<file path="src/core/phy_ctrl_pkg.sv">
package phy_ctrl_pkg;

  // ----------------------------------------
  // Register location and field positions
  // ----------------------------------------
  localparam int REG_W = 16;
  localparam logic [4:0] REG_INDEX_BASIC_CONTROL = 5'h00;
  localparam int BIT_SOFT_RESET = 15;
  localparam int BIT_LOOPBACK = 14;
  localparam int BIT_SPEED = 13;
  localparam int BIT_AUTONEG = 12;
  localparam int BIT_POWER_DOWN = 11;
  localparam int BIT_AN_RESTART = 9;
  localparam int BIT_DUPLEX = 8;
  localparam int BIT_COL_TEST = 7;

  // ----------------------------------------
  // Values after reset
  // ----------------------------------------
  localparam logic RST_LOOPBACK = 1'h0;
  localparam logic RST_POWER_DOWN = 1'h0;
  localparam logic RST_COL_TEST = 1'h0;
  localparam logic FIBER_SPEED_DEFAULT = 1'h1;
  localparam logic FIBER_AUTONEG_DEFAULT = 1'h0;
  localparam logic [1:0] INIT_CYCLES = 2'h3;

  // ----------------------------------------
  // Management frame
  // ----------------------------------------
  localparam logic [1:0] MDIO_OP_READ = 2'h2;
  localparam logic [1:0] MDIO_OP_WRITE = 2'h1;
  localparam logic [4:0] MDIO_HDR_LAST = 5'h0B;
  localparam logic [4:0] MDIO_DATA_LAST = 5'h0F;

  typedef enum logic [2:0] {
    MDIO_IDLE,
    MDIO_START,
    MDIO_HDR,
    MDIO_TA,
    MDIO_DATA
  } mdio_state_e;

  typedef struct packed {
    logic autoneg;
    logic speed;
    logic duplex;
  } strap_s;

  typedef struct packed {
    logic loopback;
    logic speed;
    logic autoneg;
    logic power_down;
    logic duplex;
    logic col_test;
  } ctrl_fields_s;

  typedef struct packed {
    logic loopback;
    logic power_down;
    logic autoneg_enable;
    logic forced_speed_100;
    logic forced_full_duplex;
    logic collision_test;
  } ctrl_out_s;

  function automatic ctrl_fields_s default_fields(input strap_s s, input logic fiber);
    ctrl_fields_s f;
    f.loopback = RST_LOOPBACK;
    f.power_down = RST_POWER_DOWN;
    f.col_test = RST_COL_TEST;
    f.speed = fiber ? FIBER_SPEED_DEFAULT : (s.autoneg | s.speed);
    f.autoneg = fiber ? FIBER_AUTONEG_DEFAULT : s.autoneg;
    f.duplex = fiber ? s.duplex : (~s.autoneg & s.duplex);
    return f;
  endfunction

  function automatic logic [REG_W-1:0] read_word(input ctrl_fields_s f, input logic fiber);
    logic [REG_W-1:0] w;
    w = '0;
    w[BIT_LOOPBACK] = f.loopback;
    w[BIT_SPEED] = f.speed;
    w[BIT_AUTONEG] = f.autoneg & ~fiber;
    w[BIT_POWER_DOWN] = f.power_down;
    w[BIT_DUPLEX] = f.duplex;
    w[BIT_COL_TEST] = f.col_test;
    return w;
  endfunction

endpackage

</file>
<file path="src/core/sync2.sv">
`timescale 1ns/1ps

module sync2 #(
  parameter int WIDTH = 1
) (
  input wire logic clock_i,
  input wire logic rstn_i,
  input wire logic [WIDTH-1:0] d_i,
  output logic [WIDTH-1:0] q_o
);

  typedef struct packed {
    logic [WIDTH-1:0] meta;
    logic [WIDTH-1:0] stable;
  } sync_state_s;

  sync_state_s state;
  sync_state_s next_state;

  always_comb begin
    next_state.meta = d_i;
    next_state.stable = state.meta;
  end

  always_ff @(posedge clock_i or negedge rstn_i) begin
    if (!rstn_i) begin
      state <= '0;
    end else begin
      state <= next_state;
    end
  end

  assign q_o = state.stable;

endmodule

</file>
<file path="src/core/phy_basic_control_reg.sv">
`timescale 1ns/1ps

// Functional notes
// - Bit 15 restores defaults, then self-clears
// - Bit 14 loops transmit into receive
// - Bit 13 forces 10 or 100 Mbps
// - Bit 12 enables autoneg, overriding forced bits
// - Fiber mode forces autoneg enable to zero
// - Bit 11 selects general power down
// - Bit 9 restarts autoneg, self-clears
// - Bit 8 forces half or full duplex
// - Bit 7 asserts collision during transmission
// - Speed default is autoneg OR speed strap
// - Fiber mode speed default is one
// - Autoneg default is strap, zero in fiber
// - Copper duplex default: not autoneg AND duplex
// - Fiber duplex default is duplex strap only
// - Reachable by indirect pair and serial pins
// - Serial input sampled on management clock rise
module phy_basic_control_reg
  import phy_ctrl_pkg::*;
(
  input wire logic clock_i,
  input wire logic rstn_i,
  input wire strap_s strap_i,
  input wire logic fiber_mode_select_i,
  input wire logic [4:0] phy_addr_i,
  input wire logic mdc_i,
  input wire logic mdio_i,
  output logic mdio_o,
  output logic mdio_oe_o,
  input wire logic acc_req_i,
  input wire logic acc_write_i,
  input wire logic [4:0] acc_index_i,
  input wire logic [REG_W-1:0] acc_wdata_i,
  output logic acc_done_o,
  output logic [REG_W-1:0] acc_rdata_o,
  output logic ready_o,
  input wire logic tx_active_i,
  output logic collision_o,
  output ctrl_out_s ctrl_o,
  output logic soft_reset_o,
  output logic autoneg_restart_o
);

  // ----------------------------------------
  // Reset release and input synchronisers
  // ----------------------------------------
  logic rst_n;
  logic mdc_s;
  logic mdio_s;
  logic fiber_s;
  strap_s strap_s_q;
  logic [4:0] phy_addr_s;

  sync2 #(.WIDTH(1)) u_rst_sync (
    .clock_i(clock_i),
    .rstn_i(rstn_i),
    .d_i(1'h1),
    .q_o(rst_n)
  );

  sync2 #(.WIDTH(11)) u_pin_sync (
    .clock_i(clock_i),
    .rstn_i(rst_n),
    .d_i({mdc_i, mdio_i, fiber_mode_select_i, strap_i, phy_addr_i}),
    .q_o({mdc_s, mdio_s, fiber_s, strap_s_q, phy_addr_s})
  );

  // ----------------------------------------
  // State
  // ----------------------------------------
  typedef struct packed {
    logic [1:0] init_cnt;
    logic loaded;
    ctrl_fields_s fields;
    logic mdc_q;
    mdio_state_e mst;
    logic [4:0] bit_cnt;
    logic [REG_W-1:0] shreg;
    logic rd_op;
    logic hit;
    logic mdio_out;
    logic mdio_oe;
    logic acc_done;
    logic [REG_W-1:0] acc_rdata;
    logic collision;
    ctrl_out_s ctrl;
    logic soft_reset;
    logic an_restart;
  } state_s;

  state_s state;
  state_s next_state;

  always_comb begin
    logic mdc_rise;
    logic [REG_W-1:0] nsh;
    logic [REG_W-1:0] cur_word;
    logic wr_en;
    logic [REG_W-1:0] wr_data;
    logic acc_take;
    logic an_eff;
    mdc_rise = 1'h0;
    nsh = '0;
    cur_word = '0;
    wr_en = 1'h0;
    wr_data = '0;
    acc_take = 1'h0;
    an_eff = 1'h0;

    next_state = state;
    next_state.mdc_q = mdc_s;
    next_state.acc_done = 1'h0;
    next_state.soft_reset = 1'h0;
    next_state.an_restart = 1'h0;
    cur_word = read_word(state.fields, fiber_s);

    // Strap capture once synchronisers have settled
    if (!state.loaded) begin
      if (state.init_cnt == INIT_CYCLES) begin
        next_state.loaded = 1'h1;
        next_state.fields = default_fields(strap_s_q, fiber_s);
      end else begin
        next_state.init_cnt = state.init_cnt + 2'h1;
      end
    end

    // ----------------------------------------
    // Management serial slave
    // ----------------------------------------
    // sample on MDC rise
    mdc_rise = mdc_s & ~state.mdc_q;
    nsh = {state.shreg[REG_W-2:0], mdio_s};
    if (mdc_rise) begin
      case (state.mst)
        MDIO_IDLE: begin
          if (!mdio_s) begin
            next_state.mst = MDIO_START;
          end
        end
        MDIO_START: begin
          next_state.mst = mdio_s ? MDIO_HDR : MDIO_IDLE;
          next_state.bit_cnt = '0;
        end
        MDIO_HDR: begin
          next_state.shreg = nsh;
          next_state.bit_cnt = state.bit_cnt + 5'h01;
          if (state.bit_cnt == MDIO_HDR_LAST) begin
            next_state.bit_cnt = '0;
            next_state.rd_op = (nsh[11:10] == MDIO_OP_READ);
            next_state.hit = state.loaded && (nsh[9:5] == phy_addr_s)
                             && (nsh[4:0] == REG_INDEX_BASIC_CONTROL);
            if (nsh[11:10] == MDIO_OP_READ || nsh[11:10] == MDIO_OP_WRITE) begin
              next_state.mst = MDIO_TA;
            end else begin
              next_state.mst = MDIO_IDLE;
            end
          end
        end
        MDIO_TA: begin
          if (state.bit_cnt == '0) begin
            next_state.bit_cnt = 5'h01;
            if (state.rd_op && state.hit) begin
              // Drive turnaround zero, snapshot register
              next_state.mdio_oe = 1'h1;
              next_state.mdio_out = 1'h0;
              next_state.shreg = cur_word;
            end
          end else begin
            next_state.bit_cnt = '0;
            next_state.mst = MDIO_DATA;
            if (state.rd_op && state.hit) begin
              next_state.mdio_out = state.shreg[REG_W-1];
              next_state.shreg = {state.shreg[REG_W-2:0], 1'h0};
            end
          end
        end
        MDIO_DATA: begin
          next_state.bit_cnt = state.bit_cnt + 5'h01;
          if (state.rd_op) begin
            next_state.mdio_out = state.shreg[REG_W-1];
            next_state.shreg = {state.shreg[REG_W-2:0], 1'h0};
          end else begin
            next_state.shreg = nsh;
          end
          if (state.bit_cnt == MDIO_DATA_LAST) begin
            next_state.mst = MDIO_IDLE;
            next_state.mdio_oe = 1'h0;
            next_state.mdio_out = 1'h0;
            if (!state.rd_op && state.hit) begin
              wr_en = 1'h1;
              wr_data = nsh;
            end
          end
        end
        default: begin
          next_state.mst = MDIO_IDLE;
          next_state.mdio_oe = 1'h0;
        end
      endcase
    end

    // ----------------------------------------
    // Indirect access port
    // ----------------------------------------
    // serial write wins, indirect waits
    acc_take = acc_req_i && state.loaded && !state.acc_done && !wr_en;
    if (acc_take) begin
      next_state.acc_done = 1'h1;
      next_state.acc_rdata = (acc_index_i == REG_INDEX_BASIC_CONTROL) ? cur_word : '0;
      if (acc_write_i && acc_index_i == REG_INDEX_BASIC_CONTROL) begin
        wr_en = 1'h1;
        wr_data = acc_wdata_i;
      end
    end

    // ----------------------------------------
    // Register write
    // ----------------------------------------
    if (wr_en) begin
      if (wr_data[BIT_SOFT_RESET]) begin
        next_state.fields = default_fields(strap_s_q, fiber_s);
        next_state.soft_reset = 1'h1;
      end else begin
        next_state.fields.loopback = wr_data[BIT_LOOPBACK];
        next_state.fields.speed = wr_data[BIT_SPEED];
        next_state.fields.autoneg = wr_data[BIT_AUTONEG];
        next_state.fields.power_down = wr_data[BIT_POWER_DOWN];
        next_state.fields.duplex = wr_data[BIT_DUPLEX];
        next_state.fields.col_test = wr_data[BIT_COL_TEST];
        next_state.an_restart = wr_data[BIT_AN_RESTART];
      end
    end

    // ----------------------------------------
    // Control outputs
    // ----------------------------------------
    // fiber forces autoneg off
    an_eff = next_state.fields.autoneg & ~fiber_s;
    next_state.ctrl.loopback = next_state.fields.loopback;
    next_state.ctrl.power_down = next_state.fields.power_down;
    next_state.ctrl.autoneg_enable = an_eff;
    next_state.ctrl.forced_speed_100 = next_state.fields.speed & ~an_eff;
    next_state.ctrl.forced_full_duplex = next_state.fields.duplex & ~an_eff;
    next_state.ctrl.collision_test = next_state.fields.col_test;
    next_state.collision = state.fields.col_test & tx_active_i;
  end

  always_ff @(posedge clock_i or negedge rst_n) begin
    if (!rst_n) begin
      state <= '0;
      state.mst <= MDIO_IDLE;
    end else begin
      state <= next_state;
    end
  end

  assign mdio_o = state.mdio_out;
  assign mdio_oe_o = state.mdio_oe;
  assign acc_done_o = state.acc_done;
  assign acc_rdata_o = state.acc_rdata;
  assign ready_o = state.loaded;
  assign collision_o = state.collision;
  assign ctrl_o = state.ctrl;
  assign soft_reset_o = state.soft_reset;
  assign autoneg_restart_o = state.an_restart;

endmodule

</file>
<file path="config.mk">
export PLATFORM = sky130hd
export DESIGN_NAME = phy_basic_control_reg
export DESIGN_NICKNAME = d
export VERILOG_FILES = /design/src/core/phy_ctrl_pkg.sv /design/src/core/sync2.sv /design/src/core/phy_basic_control_reg.sv
export SDC_FILE = /design/constraint.sdc
export NUM_CORES = 1
export LEC_CHECK = 0
export BUFFER_PORTS_ARGS = -buffer_cell sky130_fd_sc_hd__clkbuf_2
export CORE_MARGIN = 8
export CORE_UTILIZATION = 59
export CTS_BUF_LIST = sky130_fd_sc_hd__clkbuf_16
export CTS_CLUSTER_SIZE = 10
export DETAILED_ROUTE_END_ITERATION = 7
export PLACE_DENSITY = 0.84
export SYNTH_ARGS = -nofsm -noshare
export SYNTH_HDL_FRONTEND = slang
export SYNTH_SLANG_ARGS = --single-unit
</file>
<file path="constraint.sdc">
create_clock -name clock_i -period 7.45 [get_ports clock_i]
set_clock_uncertainty 0.15 [all_clocks]
set_input_delay 1.1175 -clock clock_i [delete_from_list [all_inputs] [get_ports clock_i]]
set_output_delay 1.1175 -clock clock_i [all_outputs]
set_load 0.05 [all_outputs]
</file>
==> results by group, run 1 <==
Run status
  – Status: complete, no violations

Die
  – Core area: ~0.0056 mm2
  – Die Y: 92.2 um
  – Boundary Pins: 66
  – Row count: 27
  – Die X: 92.2 um
  – Starting Density: roughly 62%
  – Die area: about 0.0085 mm2

Setup path
  – CP Max Fanout: 14
  – Setup Crit Path Kind: reg -> reg
  – Worst r2r path cells: 8
  – R2r startpoint: state[46]
  – Crit path from: state[46]
  – CP Capture Type: flip-flop
  – Reg2reg setup slack: ~4.7 ns
  – Reg-to-reg critical path endpoint: ctrl_o[1]
  – Worst Setup EP: ctrl_o[1]
  – Setup crit start kind: flip-flop
  – CP Data Arrival Time: roughly 2.8 ns
  – Critical Path RT: 7.52 ns

Timing
  – TNS Setup: 0 ns
  – Fmax: 0.367 GHz
  – Hold slack final: approximately 0.20 ns
  – RSZ-0062 raised after global routing: no
  – Final Hold Vio Count: 0
  – Worst Tran Pin Value: slightly below 0.9 ns
  – Max-slew headroom: 41.9%
  – Final worst-path cycle share: a little over a third
  – Setup violations, final: 0
  – Final worst path period need: 2.73 ns
  – Max-slew violations: 0

Logic synthesis
  – Post-Syn Area: between 0.003 and 0.004 mm2
  – Ys async rst share: between 90% and 100%
  – Avg Synthesized Cell Area: between 10 and 15 um2
  – Syn Inst Count: ~330
  – FF+latch count, synth: 75
  – Post-synth top flop: dfrtp_1
  – EDFF count, synth: 0
  – Register area share after synthesis: a little over half
  – Yosys warnings: 0
  – Post-synth cell types: between 50 and 60

Final layout
  – Area delta synth->final: 13.1%
  – Fill cells: approximately 410
  – Final Util: between 60% and 70%
  – Fraction of layout instances using a drive strength above 1: roughly 23%
  – Ant. Diodes: 0
  – Most common cell after layout, fill and taps aside: dfrtp_1
  – Multi-input gate area: 0.00134 mm2
  – Post-route cell area: 0.00388 mm2
  – # nets final: approximately 400
  – Sequential cell area: 0.00188 mm2
  – Commonest non-fill, non-tap cells in the layout: dfrtp_1 (74), nand2_1 (55), clkbuf_2 (47), o21ai_0 (32), nor2_1 (15)

Power
  – Pwr Density: 310 mW/mm2
  – Leak: 1.83 nW
  – Worst vdd ir: 0.215 mV

Global routing
  – First-pass GRT wire length: 11,100 um
  – Antenna violations before repair: 0
  – Gr ovfl total: 0
  – Largest net degree at the start of global routing: 74
  – GRT Total Usage: between 15 and 20%
  – Vias in the first global route: 2,385

Route
  – Routed vias: between 2,000 and 2,500
  – First drt pass iteration count: 4
  – Mean routed wirelength per cell: between 15 and 20 um
  – Final WL: 6630 um
  – Antenna viol nets, final: 0
  – Post-DR vias/cell: 5.50
  – Initial detailed-routing violation count: ~210
  – Remaining DRCs: 0

Run
  – Max-cap viol count: 0

Placement
  – Post-DP HPWL: approximately 4600 um
  – Area after DPL: roughly 0.0036 mm2
  – Number of port buffers: 47
  – Final GP Congestion: 0.832

CTS
  – Clk sinks: 75
  – CTS Buf Count: 9
  – H-tree Lvls: 3
  – Clk buf depth: 2
  – Postcts setup bufs: 0
  – Worst skew pair latency: 0.33 ns
  – Clk root buf: clkbuf_16
  – Post-CTS sizing: 0
  – TritonCTS clock tree: built
  – Clock-pin slew on the worst setup and hold paths: about 0.060 ns
  – Hold buffers post-CTS: 0

Worst hold path
  – Min-Delay Path Class: reg -> reg
[where the power goes]
| part | switching (W) | internal (W) |
|---|---|---|
| Combinational | 0.000148 | 0.0000957 |
| Sequential | 0.0000762 | 0.000464 |
| Clock | 0.000159 | 0.000258 |
| Total | 0.000383 | 0.000818 |
[cell type report]
type                            count  area share [%]
Clock buffer                        9            5.81
Clock inverter                      7            1.84
Inverter                            9           0.871
Multi-Input combinational cell    219            34.5
Sequential cell                    75            48.4
Tap cell                           72            2.32
Timing Repair Buffer               48            6.26
[per-layer routing]
metal	vias to the layer above	part of all wire, %	track usage (%)
li1	1165	-	-
met1	1169	42	19.4
met2	68	52	27.4
met3	14	4.9	3.50
met4	0	1.9	8.32
met5	-	0	0
[registers in the layout, summed over array words and instances (netlist names), 6 cells and up]
signal                 count
ctrl_o                     6
acc_rdata_o                6
u_pin_sync.q_o            11
u_pin_sync.next_state     11
state                     32
[critical path, cell delays in order, from the launching register on]
cell and delay, ns:
dfrtp_1 0.42, ha_1 0.23, and3_1 0.18, ha_1 0.18, nor4bb_2 0.39, and2_2 0.42, o21ai_1 0.17, a211o_1 0.33
and2_1 0.16
[metrics by stage]
stage | std cells | power (W) | setup slack, ns
finish | 439 | 0.00120 | 4.72
global route | 439 | 0.00127 | 4.60
CTS | 439 | 0.00121 | 4.73
detailed placement | 423 | 0.000787 | 4.52
global placement | 423 | 0.000775 | 4.54
floorplan | 335 | 0.000737 | 4.73
[synth_stat cells (2+ instances only)]
library cell | n | area share [%]
nor3b_1 | 2 | 0.44
nand2b_1 | 4 | 0.73
o21ai_0 | 32 | 4.7
nand4_1 | 2 | 0.36
clkbuf_1 | 5 | 0.55
a22oi_1 | 3 | 0.66
a21oi_1 | 9 | 1.3
o41ai_1 | 2 | 0.51
buf_2 | 3 | 0.44
nor3_1 | 2 | 0.29
nor3b_2 | 2 | 0.73
inv_1 | 9 | 0.99
buf_4 | 22 | 4.8
nor2_1 | 15 | 1.6
and2_1 | 2 | 0.36
mux2_2 | 4 | 1.3
nand2_1 | 55 | 6.0
a211oi_1 | 2 | 0.44
xor2_1 | 4 | 1.0
conb_1 | 2 | 0.22
a31oi_1 | 2 | 0.36
nor4_1 | 3 | 0.55
and3_1 | 2 | 0.36
or3_1 | 2 | 0.36
a22o_1 | 3 | 0.77
o21ai_1 | 5 | 0.73
nand3_1 | 3 | 0.44
nor4b_1 | 2 | 0.51
xnor2_1 | 3 | 0.77
nor2b_1 | 10 | 1.8
ha_1 | 5 | 1.8
dfrtp_1 | 75 | 55
mux2i_1 | 6 | 1.8
[cells by family (layout without fill, tap and decap cells)]
group	after synthesis	count (layout)	synth area share, %
buf+inv	41	73	7.23
fa+ha+maj	5	5	1.82
xor+xnor	7	7	1.79
flops	75	75	54.7
mux	10	10	3.07
compound gates	70	70	13.2
other cells	2	11	0.219
simple gates	116	116	17.9
[worst min-delay path by stage]
stage | startpoint | endpoint | slack [ns] | cells after the start
2_1_floorplan | u_pin_sync.next_state[0] | u_pin_sync.q_o[0] | 0.18 | 0
3_3_place_gp | u_pin_sync.next_state[3] | u_pin_sync.q_o[3] | 0.18 | 0
3_5_place_dp | u_pin_sync.next_state[7] | u_pin_sync.q_o[7] | 0.19 | 0
4_1_cts | u_pin_sync.next_state[9] | u_pin_sync.q_o[9] | 0.20 | 0
5_1_grt | u_pin_sync.next_state[10] | u_pin_sync.q_o[10] | 0.20 | 0
6_report | u_pin_sync.next_state[9] | u_pin_sync.q_o[9] | 0.20 | 0
Power figures use the tool's default switching activity.
==> run 2: changes to the inputs <==
--- a/config.mk
+++ b/config.mk
@@ -7,11 +7,11 @@
 export LEC_CHECK = 0
 export BUFFER_PORTS_ARGS = -buffer_cell sky130_fd_sc_hd__clkbuf_2
 export CORE_MARGIN = 8
-export CORE_UTILIZATION = 59
+export CORE_UTILIZATION = 50
 export CTS_BUF_LIST = sky130_fd_sc_hd__clkbuf_16
 export CTS_CLUSTER_SIZE = 10
 export DETAILED_ROUTE_END_ITERATION = 7
-export PLACE_DENSITY = 0.84
+export PLACE_DENSITY = 0.76
 export SYNTH_ARGS = -nofsm -noshare
 export SYNTH_HDL_FRONTEND = slang
 export SYNTH_SLANG_ARGS = --single-unit
==> constraint.sdc (replaced) <==
create_clock -name clock_i -period 2.2 [get_ports clock_i]
set_clock_uncertainty 0.15 [all_clocks]
set_input_delay 0.33 -clock clock_i [delete_from_list [all_inputs] [get_ports clock_i]]
set_output_delay 0.33 -clock clock_i [all_outputs]
set_load 0.05 [all_outputs]
==> results by group, run 2 (same netlist as run 1, synthesis figures left out) <==
Setup path
  – CP Max Fanout: 7 (-7)
  – Worst r2r path cells: 8 (unchanged)
  – Critical-path cell list: ha_2 -> and3_4 -> ha_4 -> nor4bb_4 -> and2_4 -> a221o_2 -> a211o_1 -> and2_1
  – CP peak stage delay: 0.39 ns (-0.03 ns)
  – CP Data Arrival Time: 2.34 ns (-0.46 ns)
  – Setup Crit Path Kind: reg -> reg
  – CP delay by family, top: simple AND/OR/NAND/NOR gates
  – WP buf/inv: 0 (unchanged)
  – Critical path depth in cells: 8 (unchanged)
  – Reg2reg setup slack: -0.06 ns (-4.79 ns)
  – Crit path from: state[47]
  – Reg-to-reg critical path endpoint: ctrl_o[1]
  – CP Capture Type: flip-flop
  – Crit-path slowest cell: dfrtp_1
  – Setup crit start kind: flip-flop
  – Critical Path RT: 2.28 ns (-5.24 ns)
  – R2r startpoint: state[47]

Placement
  – Final GP Congestion: 0.908 (+9.1%)
  – Post-DP HPWL: 4980 um (+7.4%)
  – Number of port buffers: 47 (unchanged)
  – Placed insts: 447 (+5.7%)

Timing
  – Setup violations, final: 2 (+2)
  – Worst Tran Pin Value: 0.623 ns (-0.248 ns)
  – Final worst path period need: 2.26 ns (-0.460 ns)
  – RSZ-0062 raised after global routing: yes
  – Hold slack final: 0.0610 ns (-0.137 ns)
  – Max-slew headroom: 58.4% (+16 points)
  – Final worst-path cycle share: 103% (+66 points)
  – Max-slew violations: 0 (unchanged)
  – Fmax: 0.442 GHz (+20%)
  – Worst Slack Setup Final: -0.0649 ns (-4.79 ns)
  – Final Hold Vio Count: 0 (unchanged)

Die
  – Starting Density: 51.0% (-10 points)
  – Row count: 30 (+11%)
  – Die X: 98.8 um (+7.1%)
  – Core area: 0.00672 mm2 (+21%)
  – Boundary Pins: 66 (unchanged)
  – Die area: 0.00976 mm2 (+15%)
  – Die Y: 98.8 um (+7.1%)

Worst hold path
  – Min-Delay Path Class: in -> reg
  – Hold Crit Depth: 2 (+2)
  – Hold path start: tx_active_i
  – Hold EP: collision_o

CTS
  – TritonCTS clock tree: built
  – Clk root buf: clkbuf_16
  – Clock-pin slew on the worst setup and hold paths: 0.06 ns (about the same)
  – Clk buf depth: 2 (unchanged)
  – Worst skew pair latency: 0.34 ns (about the same)
  – Clk sinks: 75 (unchanged)
  – H-tree Lvls: 3 (unchanged)
  – CTS Buf Count: 9 (unchanged)

Global routing
  – Antenna violations before repair: 0 (unchanged)
  – First-pass GRT wire length: 12,200 um (+9.7%)
  – Largest net degree at the start of global routing: 74 (unchanged)
  – GRT Total Usage: 15.8% (-0.52 points)
  – Vias in the first global route: 2,654 (+11%)
  – Gr ovfl total: 0 (unchanged)

Route
  – Post-DR vias/cell: 5.36 (-2.5%)
  – Initial detailed-routing violation count: 137 (-34%)
  – Mean routed wirelength per cell: 15.4 um (+2.2%)
  – Final WL: 7410 um (+12%)
  – Routed vias: 2,575 (+6.6%)
  – First drt pass iteration count: 4 (unchanged)
  – Antenna viol nets, final: 0 (unchanged)
  – Remaining DRCs: 0 (unchanged)

Final layout
  – Fraction of layout instances using a drive strength above 1: 28.7% (+5.9 points)
  – Sequential cell area: 0.00188 mm2 (unchanged)
  – # nets final: 437 (+8.2%)
  – Multi-input gate area: 0.00145 mm2 (+8.2%)
  – Area delta synth->final: 25.5%
  – Fill cells: 523 (+27%)
  – Most common cell after layout, fill and taps aside: dfrtp_1
  – Ant. Diodes: 0 (unchanged)
  – Biggest register: state
  – Final cell count without fillers: 480 (+9.3%)
  – Commonest non-fill, non-tap cells in the layout: dfrtp_1 (74), nand2_1 (55), clkbuf_2 (47), o21ai_0 (31), buf_4 (19)
  – Max reg flops: 32 (unchanged)

Run status
  – Status: finished with violations
  – Failing checks: negative setup slack

Power
  – Pwr Density: 1010 mW/mm2 (+230%)
  – Leak: 2.01 nW (+10%)
  – Worst vdd ir: 0.452 mV (+110%)

Run
  – Max-cap viol count: 0 (unchanged)
[run 2: power by group]
group / switching, W / internal, W / total, W
Clock: 0.000577 / 0.000885 / 0.00146
Sequential: 0.000230 / 0.00157 / 0.00180
Combinational: 0.000639 / 0.000464 / 0.00110
[run 2: layout make-up]
cell class	count	area share (%)
Tap cell	80	2.33
Clock buffer	9	5.24
Clock inverter	7	1.77
Sequential cell	75	43.7
Multi-Input combinational cell	219	33.7
Inverter	9	0.785
Timing Repair Buffer	81	12.6
[run 2: worst max-delay path by stage]
| stage | endpoint | slack (ns) |
|---|---|---|
| after floorplan | ctrl_o[1] | -0.02 |
| after global placement | ctrl_o[1] | -0.05 |
| after detailed placement | ctrl_o[1] | -0.08 |
| after CTS | ctrl_o[1] | -0.006 |
| after global routing | ctrl_o[2] | -0.13 |
| final | ctrl_o[1] | -0.06 |
[run 2: timing repair]
action | 4_1_cts | 5_1_grt
hold endpoints to repair | 13 | 0
resized for setup | 1 | 15
hold buffers | 12 | 0
setup buffers | 2 | 3
endpoints found under the setup margin | 11 | 16
pin swaps | 2 | 6
[run 2: layer usage]
| metal | vias up | global-route usage, % | routed length (um) | part of all wire [%] |
|---|---|---|---|---|
| li1 | 1234 | - | - | - |
| met3 | 14 | 5.36 | 586 | 7.9 |
| met5 | - | 0 | 0 | 0 |
| met4 | 0 | 7.91 | 159 | 2.1 |
| met2 | 91 | 26.0 | 3600 | 49 |
| met1 | 1236 | 17.9 | 3070 | 41 |
[run 2: worst reg2reg max path: cells and delay by family (launching register included)]
kind	cells	cell delay [ns]
compound gates	2	0.60
fa+ha+maj	2	0.36
flops	1	0.39
simple gates	4	0.66
[run 2: stage by stage]
step / total power, W / setup slack [ns] / util [%] / instance area [um2] / TNS, ns
floorplan: 0.00250 / -0.0196 / - / 3490 / -0.0196
global placement: 0.00273 / -0.0514 / 55.9 / 3750 / -0.151
detailed placement: 0.00279 / -0.0817 / 55.9 / 3750 / -0.402
CTS: 0.00429 / -0.00614 / 62.5 / 4200 / -0.00614
global route: 0.00460 / -0.127 / 64.0 / 4300 / -0.603
finish: 0.00437 / -0.0649 / 64.0 / 4300 / -0.0942
